### src/csd_pkg.sv
// csd_pkg: register map, field layout and reset values of the chip-select decoder
// assumes a 32-bit avalon-mm slave with word addressing (index = byte address / 4)
package csd_pkg;

  // register word indices
  localparam logic [3:0] CSD_IDX_BASE0   = 4'h0; // select0_base_match .. select3 at +1..+3
  localparam logic [3:0] CSD_IDX_OPT0    = 4'h4; // select0_options .. select3 at +1..+3
  localparam logic [3:0] CSD_IDX_CTRL    = 4'h8; // system_control_word enables
  localparam logic [3:0] CSD_IDX_STATUS  = 4'h9; // sticky event flags, write one to clear

  localparam int CSD_UNITS = 4;

  // base register fields
  localparam int CSD_BR_FC_HI   = 15;
  localparam int CSD_BR_FC_LO   = 13;
  localparam int CSD_BR_ADDR_HI = 12;
  localparam int CSD_BR_ADDR_LO = 2;
  localparam int CSD_BR_RW      = 1;
  localparam int CSD_BR_EN      = 0;

  // option register fields
  localparam int CSD_OR_WS_HI   = 15;
  localparam int CSD_OR_WS_LO   = 13;
  localparam int CSD_OR_MASK_HI = 12;
  localparam int CSD_OR_MASK_LO = 2;
  localparam int CSD_OR_MRW     = 1;
  localparam int CSD_OR_CFC     = 0;

  // control and status bit positions
  localparam int CSD_CTRL_WRITE_PROTECT_ERROR_ENABLE  = 0; // write_protect_error_enable
  localparam int CSD_CTRL_DECODE_CONFLICT_ERROR_ENABLE  = 1; // decode_conflict_error_enable
  localparam int CSD_CTRL_EXTERNAL_MASTER_EXTRA_WAIT  = 2; // external_master_extra_wait
  localparam int CSD_STAT_WPV   = 0; // write_protect_flag
  localparam int CSD_STAT_ADC   = 1; // decode conflict flag

  // reset values
  localparam logic [15:0] CSD_BR0_RST  = 16'hc001; // fc 110, base 0, read, enabled
  localparam logic [15:0] CSD_BRN_RST  = 16'hc000; // fc 110, base 0, read, disabled
  localparam logic [15:0] CSD_OR_RST   = 16'hdffd; // 6 waits, mask ones, mrw 0, cfc 1
  localparam logic [2:0]  CSD_CTRL_RST = 3'h0;
  localparam logic [1:0]  CSD_STAT_RST = 2'h0;

  // encodings
  localparam logic [2:0] CSD_WS_EXTERNAL = 3'h7;
  localparam logic [2:0] CSD_FC_RESERVED = 3'h7;
  localparam logic [3:0] CSD_CNT_MAX     = 4'h8;

endpackage : csd_pkg

### src/csd_top.sv
// csd_top: four chip-select units, wait-state acknowledge and error flags, avalon-mm registers
// assumes bus-cycle inputs are synchronous to MCLK and stable while the address strobe is low
//
// Notes on behaviour
// - four identical units, each with writable 16-bit base and option registers
// - base bits 15-13 hold space code; 111 means the line never asserts
// - reset loads space code 110 into every base register
// - only bus address bits 23-13 compare against base bits 12-2
// - reset clears base addresses; only select line 0 can then assert
// - base direction bit 0 reads only, 1 writes only; resets to 0
// - direction check bit 0 matches both directions, 1 honours direction; resets 0
// - write to checked read-only unit sets write-protect flag, bus error if enabled
// - enable bit 0 disables the line; after reset only unit 0 enabled
// - registers may change while the unit is enabled
// - option bits 15-13 give zero to six wait states before acknowledge
// - wait field 111 suppresses internal acknowledge; external acknowledge ends cycle
// - reset loads six wait states into every option register
// - wait states count on MCLK, also for external masters
// - zero wait states give acknowledge combinationally from the match, unless the external-master extra wait adds one
// - mask bit 0 makes the address bit don't-care, 1 compares it
// - reset loads all mask bits with ones, the 8k block
// - compare bit 0 ignores space code, 1 compares it; resets to 1
// - bus space code 111 never asserts any select line
// - several matches drive only the highest priority line, unit 0 first
// - multiple matches set conflict flag, bus error if enabled
// - internal memory and register accesses assert no select line
// - interrupt acknowledge cycles never match
`timescale 1ns/10ps
module csd_top
  import csd_pkg::*;
(
  input  wire logic        MCLK,
  input  wire logic        RST,
  // avalon-mm register slave
  input  wire logic [3:0]  AVS_ADDRESS,
  input  wire logic        AVS_READ,
  input  wire logic        AVS_WRITE,
  input  wire logic [31:0] AVS_WRITEDATA,
  input  wire logic [3:0]  AVS_BYTEENABLE,
  output logic      [31:0] AVS_READDATA,
  output logic             AVS_WAITREQUEST,
  // processor bus cycle
  input  wire logic        ADDRESS_STROBE_N,
  input  wire logic [23:13] BUS_ADDR,
  input  wire logic [2:0]  SPACE_CODE,
  input  wire logic        BUS_WRITE,
  input  wire logic        INTERNAL_ACCESS,
  input  wire logic        INT_ACK_CYCLE,
  input  wire logic        EXTERNAL_MASTER,
  // outputs to memories and bus master
  output logic      [3:0]  SELECT_N,
  output logic             TRANSFER_ACK_N_O,
  output logic             TRANSFER_ACK_OE,
  output logic             BUS_ERROR_N_O,
  output logic             BUS_ERROR_OE
);

  logic [15:0] base_q [CSD_UNITS];
  logic [15:0] base_d [CSD_UNITS];
  logic [15:0] opt_q  [CSD_UNITS];
  logic [15:0] opt_d  [CSD_UNITS];
  logic [2:0]  ctrl_q, ctrl_d;
  logic [1:0]  stat_q, stat_d;
  logic        done_q, done_d;
  logic [31:0] rdata_q, rdata_d;
  logic        req, wr_take;
  logic [15:0] wmask;

  logic        strobe;
  logic        strobe_q, strobe_d;
  logic [3:0]  cnt_q, cnt_d;
  logic [3:0]  sel_q, sel_d;
  logic [3:0]  hit;       // address, space code and enable match
  logic [3:0]  full;      // hit that also passes the direction check
  logic [3:0]  viol;      // hit refused by write protection
  logic [3:0]  win;       // priority winner
  logic        conflict, wp_any, first;
  logic [2:0]  ws_sel;
  logic [3:0]  target;
  logic        ack_int;

  // address, space code and enable comparison of one unit
  function automatic logic unit_hit(input logic [15:0] br, input logic [15:0] orr,
                                    input logic [23:13] a, input logic [2:0] fc);
    logic [10:0] diff;
    logic        fc_ok;
    diff  = (a ^ br[CSD_BR_ADDR_HI:CSD_BR_ADDR_LO]) & orr[CSD_OR_MASK_HI:CSD_OR_MASK_LO];
    fc_ok = !orr[CSD_OR_CFC] || (fc == br[CSD_BR_FC_HI:CSD_BR_FC_LO]);
    unit_hit = br[CSD_BR_EN] && (diff == 11'h000) && fc_ok
               && (br[CSD_BR_FC_HI:CSD_BR_FC_LO] != CSD_FC_RESERVED);
  endfunction : unit_hit

  assign strobe = !ADDRESS_STROBE_N;

  // register bus: one wait cycle, then the access completes
  assign req     = AVS_READ || AVS_WRITE;
  assign wr_take = AVS_WRITE && done_q;
  assign wmask   = {{8{AVS_BYTEENABLE[1]}}, {8{AVS_BYTEENABLE[0]}}};

  // matching of the current bus cycle
  always_comb begin
    for (int i = 0; i < CSD_UNITS; i++) begin
      hit[i] = unit_hit(base_q[i], opt_q[i], BUS_ADDR, SPACE_CODE)
               && (SPACE_CODE != CSD_FC_RESERVED)
               && !INT_ACK_CYCLE
               && !INTERNAL_ACCESS;
      // direction checked only with the check bit set
      full[i] = hit[i] && (!opt_q[i][CSD_OR_MRW] || (base_q[i][CSD_BR_RW] == BUS_WRITE));
      viol[i] = hit[i] && opt_q[i][CSD_OR_MRW] && !base_q[i][CSD_BR_RW] && BUS_WRITE;
    end
    win = 4'h0;
    if (full[0]) begin
      win = 4'h1;
    end else if (full[1]) begin
      win = 4'h2;
    end else if (full[2]) begin
      win = 4'h4;
    end else if (full[3]) begin
      win = 4'h8;
    end
    conflict = (full & (full - 4'h1)) != 4'h0;
    wp_any   = viol != 4'h0;
    first    = strobe && !strobe_q;
  end

  // wait-state acknowledge of the winning unit
  always_comb begin
    ws_sel = CSD_WS_EXTERNAL;
    for (int i = 0; i < CSD_UNITS; i++) begin
      if (win[i]) begin
        ws_sel = opt_q[i][CSD_OR_WS_HI:CSD_OR_WS_LO];
      end
    end
    // the extra wait for external masters covers their slower decode path
    target  = {1'b0, ws_sel} + {3'h0, ctrl_q[CSD_CTRL_EXTERNAL_MASTER_EXTRA_WAIT] && EXTERNAL_MASTER};
    // zero waits and no external-master extra wait: counter is still 0, so acknowledge follows the match directly
    ack_int = strobe && (win != 4'h0) && (ws_sel != CSD_WS_EXTERNAL)
              && (cnt_q >= target);
  end

  // cycle counter and registered selects
  always_comb begin
    strobe_d = strobe;
    cnt_d    = 4'h0;
    sel_d    = 4'h0;
    if (strobe && (win != 4'h0)) begin
      // counted on MCLK whoever owns the bus
      cnt_d = (cnt_q == CSD_CNT_MAX) ? cnt_q : cnt_q + 4'h1;
      sel_d = win;
    end
  end

  always_ff @(posedge MCLK) begin
    if (RST) begin
      strobe_q <= 1'b0;
      cnt_q    <= 4'h0;
      sel_q    <= 4'h0;
    end else begin
      strobe_q <= strobe_d;
      cnt_q    <= cnt_d;
      sel_q    <= sel_d;
    end
  end

  // selects gated by the strobe so they drop with it, not an edge later
  assign SELECT_N         = ~(sel_q & {4{strobe}});
  assign TRANSFER_ACK_N_O = 1'b0;
  assign TRANSFER_ACK_OE  = ack_int;
  assign BUS_ERROR_N_O    = 1'b0;
  assign BUS_ERROR_OE     = strobe && ((wp_any && ctrl_q[CSD_CTRL_WRITE_PROTECT_ERROR_ENABLE])
                                       || (conflict && ctrl_q[CSD_CTRL_DECODE_CONFLICT_ERROR_ENABLE]));

  // register file
  always_comb begin
    for (int i = 0; i < CSD_UNITS; i++) begin
      base_d[i] = base_q[i];
      opt_d[i]  = opt_q[i];
    end
    ctrl_d  = ctrl_q;
    stat_d  = stat_q;
    done_d  = req && !done_q;
    rdata_d = rdata_q;
    if (wr_take) begin
      // no disable needed first; the new value applies from the next cycle
      if (AVS_ADDRESS < CSD_IDX_OPT0) begin
        base_d[AVS_ADDRESS[1:0]] = (base_q[AVS_ADDRESS[1:0]] & ~wmask)
                                   | (AVS_WRITEDATA[15:0] & wmask);
      end else if (AVS_ADDRESS < CSD_IDX_CTRL) begin
        opt_d[AVS_ADDRESS[1:0]] = (opt_q[AVS_ADDRESS[1:0]] & ~wmask)
                                  | (AVS_WRITEDATA[15:0] & wmask);
      end else if (AVS_ADDRESS == CSD_IDX_CTRL) begin
        if (AVS_BYTEENABLE[0]) begin
          ctrl_d = AVS_WRITEDATA[2:0];
        end
      end else if (AVS_ADDRESS == CSD_IDX_STATUS) begin
        if (AVS_BYTEENABLE[0]) begin
          stat_d = stat_q & ~AVS_WRITEDATA[1:0];
        end
      end
    end
    // events set once per bus cycle; set wins over a clear in the same cycle
    if (first && wp_any) begin
      stat_d[CSD_STAT_WPV] = 1'b1;
    end
    if (first && conflict) begin
      stat_d[CSD_STAT_ADC] = 1'b1;
    end
    if (AVS_READ && !done_q) begin
      rdata_d = 32'h0;
      if (AVS_ADDRESS < CSD_IDX_OPT0) begin
        rdata_d = {16'h0, base_q[AVS_ADDRESS[1:0]]};
      end else if (AVS_ADDRESS < CSD_IDX_CTRL) begin
        rdata_d = {16'h0, opt_q[AVS_ADDRESS[1:0]]};
      end else if (AVS_ADDRESS == CSD_IDX_CTRL) begin
        rdata_d = {29'h0, ctrl_q};
      end else if (AVS_ADDRESS == CSD_IDX_STATUS) begin
        rdata_d = {30'h0, stat_q};
      end
    end
  end

  always_ff @(posedge MCLK) begin
    if (RST) begin
      for (int i = 0; i < CSD_UNITS; i++) begin
        // only unit 0 comes up enabled
        base_q[i] <= (i == 0) ? CSD_BR0_RST : CSD_BRN_RST;
        opt_q[i]  <= CSD_OR_RST;
      end
      ctrl_q  <= CSD_CTRL_RST;
      stat_q  <= CSD_STAT_RST;
      done_q  <= 1'b0;
      rdata_q <= 32'h0;
    end else begin
      for (int i = 0; i < CSD_UNITS; i++) begin
        base_q[i] <= base_d[i];
        opt_q[i]  <= opt_d[i];
      end
      ctrl_q  <= ctrl_d;
      stat_q  <= stat_d;
      done_q  <= done_d;
      rdata_q <= rdata_d;
    end
  end

  assign AVS_WAITREQUEST = req && !done_q;
  assign AVS_READDATA    = rdata_q;

endmodule : csd_top

### config.mk
export PLATFORM = sky130hd
export DESIGN_NAME = csd_top
export DESIGN_NICKNAME = d
export VERILOG_FILES = /design/src/csd_pkg.sv /design/src/csd_top.sv
export SDC_FILE = /design/constraint.sdc
export NUM_CORES = 1
export LEC_CHECK = 0
export ABC_AREA = 1
export BUFFER_PORTS_ARGS = -buffer_cell sky130_fd_sc_hd__buf_2
export CAP_MARGIN = 40
export CORE_UTILIZATION = 35
export DETAILED_ROUTE_END_ITERATION = 7
export PLACE_DENSITY = 0.55
export SLEW_MARGIN = 20
export SYNTH_ARGS = -nofsm -noshare
export SYNTH_HDL_FRONTEND = slang
export SYNTH_SLANG_ARGS = --single-unit
### constraint.sdc
create_clock -name MCLK -period 3.74 [get_ports MCLK]
set_clock_uncertainty 0.05 [all_clocks]
set_input_delay 0.187 -clock MCLK [delete_from_list [all_inputs] [get_ports MCLK]]
set_output_delay 0.187 -clock MCLK [all_outputs]
set_load 0.02 [all_outputs]
# ---- Yosys cells after proc, flatten, opt, wreduce, memory -nomap -nowiden
# Memory sizes are Yosys's and may differ from the RTL's.
# Cells that the tools add are included.
dict set report op_classes {
  addsub 3
  n_lt_le_gt_ge 5
  eq_ne 23
  n_mux 40
  n_bitwise 31
  n_reduce_logical 98
}
# cell n
set ops {}
lappend ops {{2-to-1 mux 64 bit} 5}
lappend ops {{2-to-1 mux 16 bit} 11}
lappend ops {{bitwise mux 64 bit} 2}
lappend ops {{logical AND 1 bit} 54}
lappend ops {{AND 16 bit} 3}
lappend ops {{AND 11 bit} 4}
lappend ops {{zero test 11 bit} 4}
lappend ops {{bitwise XOR 11 bit} 4}
lappend ops {{demux 16 bit (select 2 bit)} 1}
lappend ops {{OR 16 bit} 2}
lappend ops {{inequality test 3 bit, second input constant} 6}
lappend ops {{zero test 1 bit} 17}
lappend ops {{2-to-1 mux 4 bit} 4}
lappend ops {{inverter 16 bit} 1}
lappend ops {{2-to-1 mux 3 bit} 5}
lappend ops {{2-to-1 mux 2 bit} 7}
lappend ops {{equality test 3 bit} 4}
lappend ops {{equality test 4 bit, second input constant} 3}
lappend ops {{inequality test 2 x 1 -> 1 bit, second input constant} 6}
lappend ops {{AND reduction 6 bit} 2}
lappend ops {{nonzero test 2 bit} 6}
lappend ops {{nonzero test 4 bit} 3}
lappend ops {{logical OR 1 bit} 10}
lappend ops {{AND 4 bit} 2}
lappend ops {{other kinds (18)} 34}
dict set report totals {
  reg_bits 47
  ramBits 128
  in_bits 63
  word_cells 210
  memories 2
}
# memory words width rd rd_clocked_by_memory_dff write_ports line_no
set memory_table {}
lappend memory_table {base_q 4 16 5 0 4 csd_top.sv:58} ;# logic [15:0] base_q [CSD_UNITS];
lappend memory_table {opt_q 4 16 5 0 4 csd_top.sv:60} ;# logic [15:0] opt_q [CSD_UNITS];

# ---- Logic depth before layout (Yosys ltp)
# Gate-level depths: netlist (run 1).
# An unclocked memory read counts as a cell.
dict set report logic_depth {
  depth_word 22
  ltp_mapped 24
  mapped_depth_nobuf 24
}

# ---- Worst setup path before layout (run 1)
# OpenSTA, ideal clock, no wires.
dict set report synth_path {
  kind {reg-to-output}
  startpoint {memory base_q[0][14]}
  endpoint {output TRANSFER_ACK_OE}
  t_arrival_ns 2.855
  required_time_ns 3.503
  setup_slack_ns 0.648
  stages_incl_launch_ff 21
  n_path_buf 1
  path_cell_list {dfxtp_1 > xnor2_2 > nand3_1 > nand2_1 > clkinv_1 > nor2_2 > nand3_2 > buf_6 > o21ai_0 > o21ai_2 > ha_1 > ha_1 > inv_1 > ha_1 > inv_1 > a21oi_1 > o21a_1 > o21ai_0 > a221oi_1 > nand2_1 > inv_1}
}
# element line_no
set synth_rtl {}
lappend synth_rtl {{start, declared} csd_top.sv:58}
lappend synth_rtl {{end, declared} csd_top.sv:53} ;# output logic TRANSFER_ACK_OE,

==> results of run 1 <==
-- layout make-up --
cell class	count	area share (%)
Sequential cell	159	31.1
Timing Repair Buffer	102	6.22
Inverter	215	7.85
Clock buffer	22	4.42
Multi-Input combinational cell	880	45.3
Tap cell	324	3.95
Clock inverter	10	1.11
-- final timing paths --
path,end,cells past startpoint,slack (ns),startpoint
worst max-delay path,TRANSFER_ACK_OE,23,-0.05,base_q[0][6]
worst min-delay path,ctrl_q[2],3,0.03,AVS_WRITEDATA[2]
worst max register to register,opt_q[1][1],8,1.64,done_q
worst min register to register,ctrl_q[2],2,0.42,ctrl_q[2]
-- repair_timing --
item,4_1_cts,5_1_grt
resized for setup,51,57
setup endpoints to repair,1,1
endpoints found under the hold margin,5,0
hold buffers,4,0
pin swaps,21,31
buffers inserted,9,7
-- flip-flops by register name, indices dropped and copies added (netlist names) --
| register | cells |
|---|---|
| base_q | 64 |
| opt_q | 64 |
| AVS_READDATA | 16 |
| stat_q | 2 |
| done_q | 1 |
| cnt_q | 4 |
| sel_q | 4 |
| ctrl_q | 3 |
| strobe_q | 1 |
-- cells in the final DEF (no fill, tap or decap), types with 14 or more instances in the layout --
| master | n |
|---|---|
| nand2_2 | 22 |
| buf_2 | 65 |
| inv_1 | 163 |
| nor2_2 | 17 |
| dfxtp_2 | 14 |
| o21ai_1 | 75 |
| inv_2 | 50 |
| o221ai_1 | 28 |
| nor2_1 | 46 |
| dfxtp_1 | 145 |
| nand3_2 | 14 |
| clkbuf_16 | 17 |
| nand3_1 | 52 |
| a221oi_1 | 15 |
| buf_4 | 27 |
| conb_1 | 18 |
| nand2_1 | 311 |
| a21oi_1 | 142 |
| a22oi_1 | 18 |
| o21ai_0 | 47 |
-- cell families (layout without fill, tap and decap cells) --
kind of cell	count (synthesis)	in the layout	share of synthesized area, %
compound gates	349	349	23.2
xor+xnor	9	9	0.997
fa+ha+maj	8	8	1.16
buf+inv	286	349	13.5
flops	159	159	36.8
other cells	1	18	0.0433
simple gates	496	496	24.4
-- routing by layer --
| layer | part of all wire, % | GRT usage (%) | wire length, um | up-vias |
|---|---|---|---|---|
| li1 | - | - | - | 4380 |
| met1 | 44 | 32.8 | 13600 | 4146 |
| met2 | 46 | 39.6 | 14100 | 328 |
| met3 | 6.5 | 3.57 | 2010 | 56 |
| met4 | 2.9 | 8.70 | 898 | 0 |
| met5 | 0 | 0 | 0 | - |
-- worst reg2reg max path: cells and delay by family (launching register included) --
kind	cells	cell delay [ns]
buffers and inverters	3	0.45
DFF	1	0.38
AOI/OAI and AO/OA	2	0.27
and+or+nand+nor	3	0.90
-- synth_stat cells (2+ instances only) --
library cell	number	share of area (%)
o21bai_1	4	0.35
dfxtp_1	159	37
buf_2	8	0.46
nor2_4	2	0.26
clkbuf_1	33	1.4
buf_1	10	0.43
nor2_1	59	2.6
nor3_1	5	0.29
clkinv_1	4	0.17
o21ai_0	49	2.8
o21ai_2	2	0.20
nand2_1	331	14
a21oi_1	143	8.3
o221ai_1	28	2.8
ha_1	8	1.2
o21ai_1	75	4.3
a221oi_1	16	1.6
nand3_1	64	3.7
o211ai_1	4	0.35
a22o_1	2	0.20
o22ai_1	4	0.29
inv_2	29	1.3
xnor2_1	7	0.71
nand2_2	3	0.22
nor3_4	2	0.38
a22oi_1	18	1.6
buf_6	2	0.26
nand4_1	9	0.65
buf_4	18	1.6
nand3_2	5	0.58
inv_1	182	7.9
nor2_2	11	0.80
-- through the flow --
step                      hold WS [ns]  area, um^2  power (mW)  util, %
after floorplan                  0.215        8720        2.05        -
after global placement           0.405        9210        2.20     37.9
after detailed placement         0.407        9230        2.20     37.9
after CTS                       0.0308       10100        3.95     41.4
after global routing            0.0635       10300        4.07     42.2
final                           0.0260       10300        3.94     42.2
-- power by group through the flow --
stage	clock network (mW)	registers, mW	logic (mW)
5_1_grt	1.84	1.74	0.491
3_5_place_dp	0	1.78	0.428
3_3_place_gp	0	1.78	0.427
4_1_cts	1.77	1.74	0.442
2_1_floorplan	0	1.79	0.261
6_report	1.75	1.74	0.454
==> metrics.md, run 1 <==
| Metric | Value |
|---|---|
| Synth-to-Final Area Change | 18.7% |
| Setup Viol. Count Final | 1 |
| CTS H-Tree Depth | 4 |
| Fillers | 2580 |
| Crit path max-delay family | simple AND/OR/NAND/NOR gates |
| Crit end category | output port |
| Cell row count | 57 |
| Setup TNS | -0.0469 ns |
| Crit path kind | flip-flop to output port |
| Failing checks | negative setup slack |
| WP data required | about 3.5 ns |
| Async S/R FF share, synth | 0% |
| CTS root buf | clkbuf_16 |
| Initial Utilization | between 30% and 40% |
| DP HPWL | just over 20 mm |
| Total wire length | between 30 and 40 mm |
| Final ANT Viol Nets | 0 |
| Placer Congestion | approximately 0.9 |
| Worst slew pin tran | between 0.8 and 0.9 ns |
| First-pass GRT wire length | ~47 mm |
| Worst stage delay on the critical path | around 0.33 ns |
| DR vias/cell | roughly 5.2 |
| Main synth FF type | dfxtp_1 |
| Largest net degree at the start of global routing | 69 |
| Arrival time worst endpoint | around 3.6 ns |
| Final Max Tran Viols | 0 |
| IO Port Bufs | 67 |
| CTS tree | built |
| Die footprint | between 20000 and 30000 um^2 |
| Max clock buf depth | 2 |
| Slack of the critical path | -0.0469 ns |
| Antenna cells | 0 |
| Sequential share of power | between 40 and 50% |
| Final cycle utilization of the critical path | 101% |
| Buf/Inv on CP | 6 |
| Worst IR Drop VDD | ~0.23 mV |
| Mapped Area | just under 9000 um^2 |
| Post-synth cell types | 44 |
| NumNets Final | roughly 1400 |
| Register area | approximately 3200 um^2 |
| Yosys warns | 0 |
| Fraction of layout cells with a size suffix above 1 | between 10% and 20% |
| Residual DRC | 0 |
| Internal power | between 2 and 3 mW |
| Worst-path clk slew | about 0.06 ns |
| Footprint of the multi-input gates | ~4700 um^2 |
| Relative slew slack | between 40% and 50% |
| Pleak | roughly 4.7 nW |
| Initial antenna violation count | 0 |
| Die X | 159 um |
| Crit path time final | between 3 and 4 ns |
| Sequential share of the synthesized area | between 30% and 40% |
| Critical path cell sequence | inv_2, nand2_1, nand3_2, nand2_1, nor2_2, nand2_2, nor2_4, nand3_4, buf_4, o21ai_2, o21ai_4, ha_4, ha_4, inv_2, ha_4, inv_2, a21oi_2, o21a_1, o21ai_2, a221oi_2, nand2_1, inv_1, buf_6 |
| Unrepaired setup endpoints after global routing | true |
| DRT iter0 DRCs | 830 |
| Crit Path Max Fanout | 6 |
| Number of global-route vias before repair | between 8000 and 9000 |
| DR WL/cell | 17.9 um |
| Total gr overflow | 0 |
| PwrDens | roughly 380 nW/um^2 |
| EDFF count, synth | 0 |
| Post-Synthesis Cells | about 1300 |
| # Max-Cap Violations | 0 |
| Drt first pass iters | 5 |
| Via count | 8910 |
| # clock sinks | ~160 |
| Clock buffers created by TritonCTS | 17 |
| DP Worst Slack | 0.127 ns |
| #FFs+latches synth | 159 |
| Sw frac | between 20% and 30% |
| Worst-Skew Late Latency | roughly 0.45 ns |
| Syn_area_per_cell | around 6.6 um^2 |
| Total GRT Usage | approximately a quarter |
| DP Cell Count | approximately 1700 |
| Core Region | around 24000 um^2 |
| Number of I/O pins | approximately 100 |
| Hold crit path type | primary input to flip-flop |
| NetSw | approximately 1.1 mW |
| Startpoint types | flip-flop |
| Final Hold Fails | 0 |
| Critical-path top delay cell | dfxtp_2 |
| Status | finished, violations left |
| Fmax | between 200 and 300 MHz |
| Die Ht | between 150 and 200 um |
| Clock power share | between 40% and 50% |
| Logic pwr share | between 10% and 20% |
| Final cell count without fillers | between 1500 and 2000 |
No activity file was read; power rests on OpenSTA's default activity.
==> run 2, diff against run 1 <==
Settings changed: HOLD_SLACK_MARGIN from default to 0.1.
==> metrics.md, run 2 (same netlist as run 1, synthesis figures left out) <==
| Metric | Value |
|---|---|
| Register area | 3200 um^2 (unchanged) |
| Setup TNS | -0.0401 ns (+0.00678 ns) |
| DR vias/cell | 5.18 (-0.54%) |
| CTS tree | built |
| DR WL/cell | 17.9 um (-0.28%) |
| Fraction of layout cells with a size suffix above 1 | 19.5% (-0.042 points) |
| Number of I/O pins | 104 (unchanged) |
| Final Hold Fails | 0 (unchanged) |
| Slack of the critical path | -0.0401 ns (+0.00678 ns) |
| DP Cell Count | 1660 (unchanged) |
| CP startpoint | base_q[2][14] |
| Unrepaired setup endpoints after global routing | true |
| Status | finished, violations left |
| Die X | 159 um (unchanged) |
| Crit path kind | flip-flop to output port |
| Final Max Tran Viols | 0 (unchanged) |
| Fmax | 265 MHz (+0.18%) |
| Antenna cells | 0 (unchanged) |
| CTS H-Tree Depth | 4 (unchanged) |
| Hold Slack | 0.124 ns (+0.0985 ns) |
| # clock sinks | 159 (unchanged) |
| NumNets Final | 1449 (+0.21%) |
| Setup Viol. Count Final | 1 (unchanged) |
| Die Ht | 159 um (unchanged) |
| Arrival time worst endpoint | 3.54 ns (about the same) |
| Relative slew slack | 47.1% (+0.59 points) |
| Crit end category | output port |
| Failing checks | negative setup slack |
| Final cell count without fillers | 1715 (+0.18%) |
| Startpoint types | flip-flop |
| Largest net degree at the start of global routing | 69 (unchanged) |
| Synth-to-Final Area Change | 19.1% |
| Final ANT Viol Nets | 0 (unchanged) |
| Clock buffers created by TritonCTS | 17 (unchanged) |
| Worst-path clk slew | 0.06 ns (about the same) |
| Overall Power | 3.94 mW (about the same) |
| Footprint of the multi-input gates | 4650 um^2 (unchanged) |
| Worst-Skew Late Latency | 0.44 ns (about the same) |
| First-pass GRT wire length | 47.1 mm (about the same) |
| Worst IR Drop VDD | 0.227 mV (-1.2%) |
| Final cycle utilization of the critical path | 101% (-0.18 points) |
| Max clock buf depth | 2 (unchanged) |
| DP HPWL | 20.8 mm (unchanged) |
| Worst slew pin tran | 0.793 ns (-0.00892 ns) |
| Initial antenna violation count | 0 (unchanged) |
| Most common cell after layout, fill and taps aside | nand2_1 |
| Worst hold path startpoint | AVS_WRITEDATA[6] |
| Crit path time final | 3.78 ns (-0.00678 ns) |
| CTS root buf | clkbuf_16 |
| Crit Path Max Fanout | 5 (-1) |
| # Max-Cap Violations | 0 (unchanged) |
| Die footprint | 25400 um^2 (unchanged) |
| Fillers | 2575 (-0.19%) |
| Pleak | 4.75 nW (+0.26%) |
| Placer Congestion | 0.922 (unchanged) |
| Total gr overflow | 0 (unchanged) |
| IO Port Bufs | 67 (unchanged) |
| Initial Utilization | 35.6% (unchanged) |
| WP data required | 3.50 ns (about the same) |
| PwrDens | 383 nW/um^2 (-0.29%) |
| Drt first pass iters | 6 (+1) |
| Total wire length | 30.7 mm (-0.10%) |
| Residual DRC | 0 (unchanged) |
| DRT iter0 DRCs | 830 (unchanged) |
| Hold crit path type | primary input to flip-flop |
| R2R Path Start | done_q |
| Cell row count | 57 (unchanged) |
| Number of global-route vias before repair | 8127 (+0.17%) |
| Total GRT Usage | 24.4% (about the same) |
| Via count | 8877 (-0.37%) |
| Core Region | 24300 um^2 (unchanged) |
| Most frequent cells in the layout | nand2_1 (311), inv_1 (163), dfxtp_1 (145) |
==> run 2: worst paths after layout <==
check / end / slack, ns / depth (start not counted)
setup reg to reg: opt_q[1][0] / 1.66 / 7
hold / removal: base_q[3][6] / 0.12 / 5
setup / recovery: TRANSFER_ACK_OE / -0.04 / 20
hold reg to reg: ctrl_q[2] / 0.42 / 2
==> run 2: cell type report <==
class                   count  share of cell area, %
clock buffers              22                   4.41
clock inverters            10                   1.10
inverters                 215                   7.83
multi-input cells         880                   45.2
flip-flops and latches    159                   31.1
well taps                 324                   3.93
repair buffers            105                   6.50
==> run 2: stage by stage <==
stage                     setup slack [ns]  instance area [um^2]  util (%)
after global routing                -0.222                 10300      42.4
after floorplan                      0.648                  8720         -
final                              -0.0401                 10300      42.4
after CTS                          -0.0342                 10100      41.5
after detailed placement             0.127                  9230      37.9
after global placement               0.155                  9210      37.9
==> run 2: power breakdown <==
| group | switching [mW] | internal, mW |
|---|---|---|
| Clock | 0.751 | 0.998 |
| Sequential | 0.0174 | 1.72 |
| Combinational | 0.329 | 0.127 |
==> run 2: metal layers <==
metal  wire length (um)  track usage [%]  part of all wire [%]  vias to the layer above
met1              13200             32.8                    43                     4069
met2              14100             39.6                    46                      366
met5                  0                0                     0                        -
met3               2440             3.57                   7.9                       51
met4                862             8.70                   2.8                        0
li1                   -                -                     -                     4391
==> run 2: timing repair <==
item	CTS	global route
cloned	0	0
endpoints found under the hold margin	8	0
setup endpoints to repair	1	1
buffers inserted	9	7
gates resized for setup	51	57
hold buffers	7	0
pin swaps	21	31
==> run 2: critical path, stage by stage, from the launching register on <==
cell,delay [ns]
dfxtp_2,0.38
xnor2_2,0.13
nand3_2,0.13
nand2_2,0.11
nand3_2,0.10
nor3_4,0.32
nand4_1,0.15
nand2_2,0.11
o21ai_4,0.08
ha_4,0.17
ha_4,0.26
inv_2,0.04
ha_4,0.25
inv_2,0.03
a21oi_2,0.08
o21a_1,0.14
o21ai_2,0.06
a221oi_2,0.27
nand2_1,0.09
inv_1,0.07
buf_6,0.11
